File: src/rtl/boot_opt_pkg.sv
// Shared constants and carrier types for the bus-side option logic.
// Assumes a single 100 MHz clock and a synchronous active-high reset.
package boot_opt_pkg;

   // Clock rate
   localparam int CLK_MHZ = 100;

   // Relative port numbers within the four-port block
   localparam logic [1:0] PORT_FDC_MSR = 2'h0;
   localparam logic [1:0] PORT_FDC_DATA = 2'h1;
   localparam logic [1:0] PORT_STATUS = 2'h2;
   localparam logic [1:0] PORT_SERIAL = 2'h3;

   // Data bit positions
   localparam int BIT_IRQ = 7;
   localparam int BIT_SER = 7;
   localparam int BIT_BOOT_KEEP = 0;

   // Switch bank A positions (bit index = position - 1)
   localparam int SWA_WAIT_EN = 0;
   localparam int SWA_MOTOR_CTL = 2;
   localparam int SWA_BOOT_INH = 3;
   localparam int SWA_PRIO3 = 4;
   localparam int SWA_PRIO2 = 5;
   localparam int SWA_PRIO1 = 6;
   localparam int SWA_PRIO0 = 7;

   // Switch bank B positions
   localparam int SWB_ROUT_HI = 0;
   localparam int SWB_ROUT_LO = 1;
   localparam int SWB_BASE_A7 = 2;
   localparam int SWB_BASE_A2 = 7;

   // A switch closed (ON) reads as 0
   localparam logic SW_ON = 1'b0;

   // Wait-state counts
   localparam logic [2:0] WAIT_ROM = 3'h5;
   localparam logic [2:0] WAIT_IO_A = 3'h2;
   localparam logic [2:0] WAIT_IO_B = 3'h3;
   localparam logic [2:0] WAIT_IO_NONE = 3'h4;

   // Wait jumper codes
   localparam logic [1:0] JMP_POS_A = 2'h1;
   localparam logic [1:0] JMP_POS_B = 2'h2;
   localparam logic [1:0] JMP_REMOVED = 2'h0;

   // Boot window geometry and interrupt line count
   localparam int ROM_PAGE_BITS = 8;
   localparam int ADR_W = 24;
   localparam int ROM_ADR_W = 11;
   localparam int NUM_VI = 8;

   // Reset values
   localparam logic SER_MARK = 1'b0;
   localparam logic BOOT_ARMED = 1'b1;

   // Bus and strap pins, sampled through the synchroniser
   typedef struct packed {
      logic [ADR_W-1:0] adr;
      logic [7:0] dout;
      logic smemr;
      logic sinp;
      logic sout;
      logic pdbin;
      logic pwr_n;
      logic bus_cycle;
      logic fdc_irq;
      logic serial_in;
      logic [7:0] option_switch_bank_a;
      logic [7:0] option_switch_bank_b;
      logic [1:0] io_wait_count_jumper;
      logic boot_half_select_jumper;
      logic [NUM_VI-1:0] vi_jumper;
      logic general_irq_jumper;
   } pins_s;

   // Open-drain interrupt drive
   typedef struct packed {
      logic [NUM_VI-1:0] vi_out;
      logic [NUM_VI-1:0] vi_oe;
      logic int_out;
      logic int_oe;
   } irq_drive_s;

   // Registered module state
   typedef struct packed {
      logic serial_ff;
      logic boot_ff;
      logic strobe_ff;
      logic waiting;
      logic [2:0] wait_cnt;
      logic [7:0] di_data;
      logic di_oe;
   } state_s;

endpackage : boot_opt_pkg

File: src/rtl/pin_sync.sv
// Two-stage synchroniser for a vector of asynchronous pins.
// Assumes the caller reads only the second stage.
`timescale 1ns/100ps
module pin_sync #(
   parameter int W = 1
) (
   input wire logic clk,
   input wire logic srst,
   input wire logic [W-1:0] d,
   output logic [W-1:0] q
);
   logic [W-1:0] meta_ff;
   logic [W-1:0] q_ff;

   // First stage feeds only the second
   always_ff @(posedge clk) begin
      if (srst) begin
         meta_ff <= '0;
         q_ff <= '0;
      end else begin
         meta_ff <= d;
         q_ff <= meta_ff;
      end
   end

   assign q = q_ff;
endmodule : pin_sync

File: src/rtl/boot_option_logic.sv
// Bus-side option logic: status poll, interrupt routing, boot overlay,
// wait states, arbitration priority and serial/motor latch.
// Assumes bus pins and straps are asynchronous and system RAM honours phantom.
`timescale 1ns/100ps
module boot_option_logic
   import boot_opt_pkg::*;
#(
   parameter logic [ADR_W-1:0] RESET_ADDR = 24'h000000
) (
   input wire logic clk,
   input wire logic srst,
   input wire logic [ADR_W-1:0] adr,
   input wire logic [7:0] dout,
   input wire logic smemr,
   input wire logic sinp,
   input wire logic sout,
   input wire logic pdbin,
   input wire logic pwr_n,
   input wire logic bus_cycle,
   input wire logic fdc_irq,
   input wire logic serial_in,
   input wire logic [7:0] rom_data,
   input wire logic [7:0] option_switch_bank_a,
   input wire logic [7:0] option_switch_bank_b,
   input wire logic [1:0] io_wait_count_jumper,
   input wire logic boot_half_select_jumper,
   input wire logic [NUM_VI-1:0] vi_jumper,
   input wire logic general_irq_jumper,
   output logic [7:0] di_data,
   output logic di_oe,
   output logic [ROM_ADR_W-1:0] rom_addr,
   output logic phantom_n,
   output logic wait_n,
   output logic fdc_sel,
   output logic [NUM_VI-1:0] vi_out,
   output logic [NUM_VI-1:0] vi_oe,
   output logic int_out,
   output logic int_oe,
   output logic [3:0] dma_priority,
   output logic serial_out,
   output logic motor_on
);

   pins_s pin_raw;
   pins_s p;
   state_s cur_ff;
   state_s nxt_cur;
   irq_drive_s irq;
   logic boot_live;
   logic io_sel;
   logic rom_sel;
   logic strobe;
   logic strobe_rise;
   logic [2:0] wait_need;
   logic [5:0] base_adr;

   // Lowest set jumper wins, so only one line is ever driven
   function automatic logic [NUM_VI-1:0] first_set(input logic [NUM_VI-1:0] v);
      logic [NUM_VI-1:0] r;
      r = '0;
      for (int i = NUM_VI - 1; i >= 0; i--) begin
         if (v[i]) begin
            r = '0;
            r[i] = 1'b1;
         end
      end
      return r;
   endfunction : first_set

   // Relative port of the four-port block under decode
   function automatic logic at_port(input logic [1:0] a, input logic [1:0] port);
      return a == port;
   endfunction : at_port

   // Bus pins and straps gathered for synchronising
   assign pin_raw = '{adr: adr, dout: dout, smemr: smemr, sinp: sinp, sout: sout,
                      pdbin: pdbin, pwr_n: pwr_n, bus_cycle: bus_cycle,
                      fdc_irq: fdc_irq, serial_in: serial_in,
                      option_switch_bank_a: option_switch_bank_a,
                      option_switch_bank_b: option_switch_bank_b,
                      io_wait_count_jumper: io_wait_count_jumper,
                      boot_half_select_jumper: boot_half_select_jumper,
                      vi_jumper: vi_jumper, general_irq_jumper: general_irq_jumper};

   pin_sync #(.W($bits(pins_s))) u_sync (
      .clk(clk),
      .srst(srst),
      .d(pin_raw),
      .q(p)
   );

   // Address decode and strobes
   always_comb begin
      // Base switches run from A7 at position 3 down to A2 at position 8
      base_adr = '0;
      for (int k = 0; k <= SWB_BASE_A2 - SWB_BASE_A7; k++) begin
         base_adr[k] = p.option_switch_bank_b[SWB_BASE_A2 - k];
      end
      boot_live = cur_ff.boot_ff &&
                  (p.option_switch_bank_a[SWA_BOOT_INH] != SW_ON);
      io_sel = (p.sinp || p.sout) && !p.bus_cycle &&
               (p.adr[7:2] == base_adr);
      rom_sel = boot_live && p.smemr && !p.bus_cycle &&
                (p.adr[ADR_W-1:ROM_PAGE_BITS] ==
                 RESET_ADDR[ADR_W-1:ROM_PAGE_BITS]);
      strobe = p.pdbin || !p.pwr_n;
      strobe_rise = strobe && !cur_ff.strobe_ff;
   end

   // Wait count per cycle kind
   always_comb begin
      if (rom_sel) begin
         wait_need = WAIT_ROM;
      end else begin
         unique case (p.io_wait_count_jumper)
            JMP_POS_A: wait_need = WAIT_IO_A;
            JMP_POS_B: wait_need = WAIT_IO_B;
            JMP_REMOVED: wait_need = WAIT_IO_NONE;
            default: wait_need = WAIT_IO_A;
         endcase
      end
   end

   // Next-state logic
   always_comb begin
      nxt_cur = cur_ff;
      nxt_cur.strobe_ff = strobe;
      // Wait-state counter, armed at strobe start
      if (cur_ff.waiting) begin
         nxt_cur.wait_cnt = cur_ff.wait_cnt - 3'h1;
         nxt_cur.waiting = (cur_ff.wait_cnt != 3'h1);
      end else if (strobe_rise && (p.option_switch_bank_a[SWA_WAIT_EN] == SW_ON) &&
                   (rom_sel || io_sel || p.bus_cycle)) begin
         nxt_cur.waiting = 1'b1;
         nxt_cur.wait_cnt = wait_need;
      end
      // Serial port write, once per strobe
      if (strobe_rise && !p.pwr_n && io_sel && p.sout &&
          at_port(p.adr[1:0], PORT_SERIAL)) begin
         nxt_cur.serial_ff = p.dout[BIT_SER];
         if (p.dout[BIT_BOOT_KEEP] == 1'b0) begin
            nxt_cur.boot_ff = 1'b0;
         end
      end
      // Read data for the bus
      nxt_cur.di_oe = p.pdbin && (rom_sel || (io_sel && p.sinp &&
                      (at_port(p.adr[1:0], PORT_STATUS) || at_port(p.adr[1:0], PORT_SERIAL))));
      nxt_cur.di_data = 8'h00;
      if (rom_sel) begin
         nxt_cur.di_data = rom_data;
      end else if (at_port(p.adr[1:0], PORT_STATUS)) begin
         nxt_cur.di_data[BIT_IRQ] = p.fdc_irq;
      end else if (at_port(p.adr[1:0], PORT_SERIAL)) begin
         nxt_cur.di_data[BIT_SER] = p.serial_in;
      end
   end

   // State register
   always_ff @(posedge clk) begin
      if (srst) begin
         cur_ff <= '0;
         cur_ff.serial_ff <= SER_MARK;
         cur_ff.boot_ff <= BOOT_ARMED;
      end else begin
         cur_ff <= nxt_cur;
      end
   end

   // Interrupt steering onto one open-drain line
   always_comb begin
      irq.vi_out = '0;
      irq.int_out = 1'b0;
      irq.int_oe = p.fdc_irq && p.general_irq_jumper;
      irq.vi_oe = (p.fdc_irq && !p.general_irq_jumper) ?
                  first_set(p.vi_jumper) : '0;
   end

   // Outputs
   assign vi_out = irq.vi_out;
   assign vi_oe = irq.vi_oe;
   assign int_out = irq.int_out;
   assign int_oe = irq.int_oe;
   assign di_data = cur_ff.di_data;
   assign di_oe = cur_ff.di_oe;
   assign wait_n = !cur_ff.waiting;
   assign fdc_sel = io_sel && (at_port(p.adr[1:0], PORT_FDC_MSR) ||
                               at_port(p.adr[1:0], PORT_FDC_DATA));
   assign phantom_n = !(boot_live && !p.bus_cycle);
   assign rom_addr = {p.boot_half_select_jumper,
                      p.option_switch_bank_b[SWB_ROUT_HI],
                      p.option_switch_bank_b[SWB_ROUT_LO],
                      p.adr[ROM_PAGE_BITS-1:0]};
   assign dma_priority = {p.option_switch_bank_a[SWA_PRIO3],
                          p.option_switch_bank_a[SWA_PRIO2],
                          p.option_switch_bank_a[SWA_PRIO1],
                          p.option_switch_bank_a[SWA_PRIO0]};
   assign serial_out = cur_ff.serial_ff;
   assign motor_on = (p.option_switch_bank_a[SWA_MOTOR_CTL] == SW_ON) ?
                     !cur_ff.serial_ff : 1'b1;

endmodule : boot_option_logic

File: config.mk
export PLATFORM = sky130hd
export DESIGN_NAME = boot_option_logic
export DESIGN_NICKNAME = d
export VERILOG_FILES = /design/src/rtl/boot_opt_pkg.sv /design/src/rtl/pin_sync.sv /design/src/rtl/boot_option_logic.sv
export SDC_FILE = /design/constraint.sdc
export NUM_CORES = 1
export LEC_CHECK = 0
export ABC_AREA = 1
export BUFFER_PORTS_ARGS = -buffer_cell sky130_fd_sc_hd__buf_2
export CAP_MARGIN = 20
export CORE_MARGIN = 8
export CORE_UTILIZATION = 45
export DETAILED_ROUTE_END_ITERATION = 6
export PLACE_DENSITY_LB_ADDON = 0.05
export SLEW_MARGIN = 10
export SYNTH_ARGS = -nofsm -noshare
export SYNTH_HDL_FRONTEND = slang
export SYNTH_HIERARCHICAL = 1
export SYNTH_SLANG_ARGS = --single-unit
File: constraint.sdc
create_clock -name clk -period 3.25 [get_ports clk]
set_input_delay 0.975 -clock clk [delete_from_list [all_inputs] [get_ports clk]]
set_output_delay 0.975 -clock clk [all_outputs]
set_load 0.005 [all_outputs]
==> impl_metrics.yaml <==
timing:
  relSlewSlack_pct: 64.7
  rsz0062_at_grt: "no"
  fin_crit_sh_pct: 80.6
  finClkSkew_ns: 0.00506
  setup_viol_count_final: 0
  finalHoldViolCount: 0
  slew_viol_final: 0
  tns_ns: 0
  worst_pin_slew_ns: 0.530
  period_minus_slack_ns: 2.62
  fmax_mhz: 382
  setup_slack_ns: 0.632
clock_tree:
  postCtsSetupBuffers: 0
  clockRootBuffer: "clkbuf_8"
  cts_resized: 0
  ctsLongestPathBuffers: 2
  h-tree-depth: 4
  path_clk_slew_ns: 0.05
  cts_sinks: 138
  cts_tree: "yes"
  worstSkewPairLatency_ns: 0.50
  hold_buffers: 0
  numCtsBuffers: 17
synth:
  ys_warn_count: 6
  syn_inst: 562
  syn-cell-area_mm2: 0.00468
  syn_avg_cell_area_um2: 8.32
route:
  wl_per_cell_um: 9.67
  route.detailed.drc: 0
  dr.pass1.iters: 4
  via_per_inst: 3.88
  postRouteWirelength_um: 7890
  ant_nets: 0
  dr.first_iter.drc_count: 143
  num_vias: 3169
placement:
  routabilityCongestion: 0.751
  dp_hpwl_um: 5800
  dp_slack_ns: 0.827
  portBuffers: 108
finish:
  n_fill_cell: 976
  fin_nets: 747
  diodes: 0
  area_growth_pct: 22.9
  drive_gt1_share_pct: 23.5
die:
  io_pins: 125
  die_area_mm2: 0.0139
  core-area_mm2: 0.0102
  die_x_um: 118
  fp.dieH_um: 118
  start_util_pct: 45.7
  rows: 37
global_route:
  grt_start_max_net_pins: 55
  use_met1_pct: 12.2
  grt_use_met3_pct: 7.05
  grt_overflow: 0
  first_global_vias: 3138
  grt_first_pass_wirelength_um: 13600
  grtUsageTotal_pct: 12.1
  grtUsageMet2_pct: 19.9
  antenna_found_initial: 0
  busiest_layer: "met2"
setup_path:
  cpPeakStageDelay_ns: 0.32
  crit_type: "flop to output pin"
  crit_chain: "inv_1 > nor2_1 > nand4_1 > nor2_1 > nand2_1 > nor2_1 > buf_2"
  cpLargestDelayFamily: "simple AND/OR/NAND/NOR gates"
  crit_top_cell: "nor2_1"
  cp_max_fo: 4
  cp.arrival_ns: 1.64
  critPathCaptureType: "output pin"
  crit_buf_inv: 2
  cp.required_ns: 2.27
  cp_slowest_cell: "dfxtp_1"
  start_kind: "flop"
min_path:
  hold_path_class: "flop to flop"
pwr:
  leakage_nw: 3.04
  power_density_mw_per_mm2: 648
  irDropWorstVdd_mv: 0.349
run_status:
  outcome: "complete, no violations"
job:
  maxCapViolations: 0
==> layout make-up <==
class / count / area [um^2] / area share [%]
Tap cell: 136 / 170 / 2.96
Inverter: 158 / 607 / 10.6
Timing Repair Buffer: 110 / 558 / 9.70
Clock inverter: 5 / 32.5 / 0.566
Multi-Input combinational cell: 242 / 1100 / 19.1
Clock buffer: 27 / 522 / 9.07
Sequential cell: 138 / 2760 / 48.0
==> layout by cell type, fill, tap and decap left out, types with 2 or more instances in the layout <==
cell type,count
a21oi_1,5
buf_2,107
buf_4,3
clkbuf_1,3
clkbuf_16,16
clkbuf_8,8
clkinv_1,2
clkinv_2,2
clkinvlp_4,3
conb_1,9
dfxtp_1,138
ha_1,2
inv_1,152
inv_2,3
nand2_1,29
nand2_4,3
nand3_1,6
nand3_2,2
nand4_1,3
nor2_1,154
nor2_2,3
nor3_1,5
o21ai_0,3
o21ai_1,3
xnor2_1,3
==> worst reg2reg max path, cell delays in order (launching register included) <==
cell     delay, ns
dfxtp_1       0.34
inv_1         0.04
nand2_1       0.05
nand2_1       0.06
nand2_1       0.07
nor2_1        0.04
nand2_1       0.18
nand3_2       0.12
nand2_4       0.10
nand2_4       0.06
nor2_1        0.12
nor2_2        0.05
==> sequential cells by signal, summed over array words and instances, names as in the netlist <==
name,cells
cur_ff,6
serial_out,1
u_sync/meta_ff,61
u_sync/q,61
di_oe,1
di_data,8
==> per-stage QoR <==
stage / cells / utilization, % / cell area (um^2) / hold WS, ns / total power, W
finish: 816 / 56.2 / 5750 / 0.400 / 0.00372
global route: 816 / 56.2 / 5750 / 0.409 / 0.00390
CTS: 816 / 56.2 / 5750 / 0.400 / 0.00378
detailed placement: 784 / 50.8 / 5200 / 0.392 / 0.00205
global placement: 784 / 50.8 / 5200 / 0.390 / 0.00204
floorplan: 570 / - / 4710 / 0.388 / 0.00198
==> metal layers <==
layer	share of wire, %	vias to the layer above
met4	1.4	0
met2	47	85
li1	-	1755
met5	0	-
met1	42	1318
met3	9.4	11
==> path summary, 6_finish.rpt <==
kind                                    startpoint           end  slack, ns  depth (start not counted)
worst max register to register        u_sync/q[47]    cur_ff[11]       1.89                         11
worst min register to register  u_sync/meta_ff[20]  u_sync/q[20]       0.40                          2
worst max-delay path                  u_sync/q[29]      vi_oe[6]       0.63                          7
worst min-delay path            u_sync/meta_ff[20]  u_sync/q[20]       0.40                          2
==> power breakdown <==
part	internal, W	switching, W
Clock	0.00108	0.000640
Sequential	0.00177	0.0000250
Combinational	0.0000936	0.000118
Power figures use the tool's default switching activity.
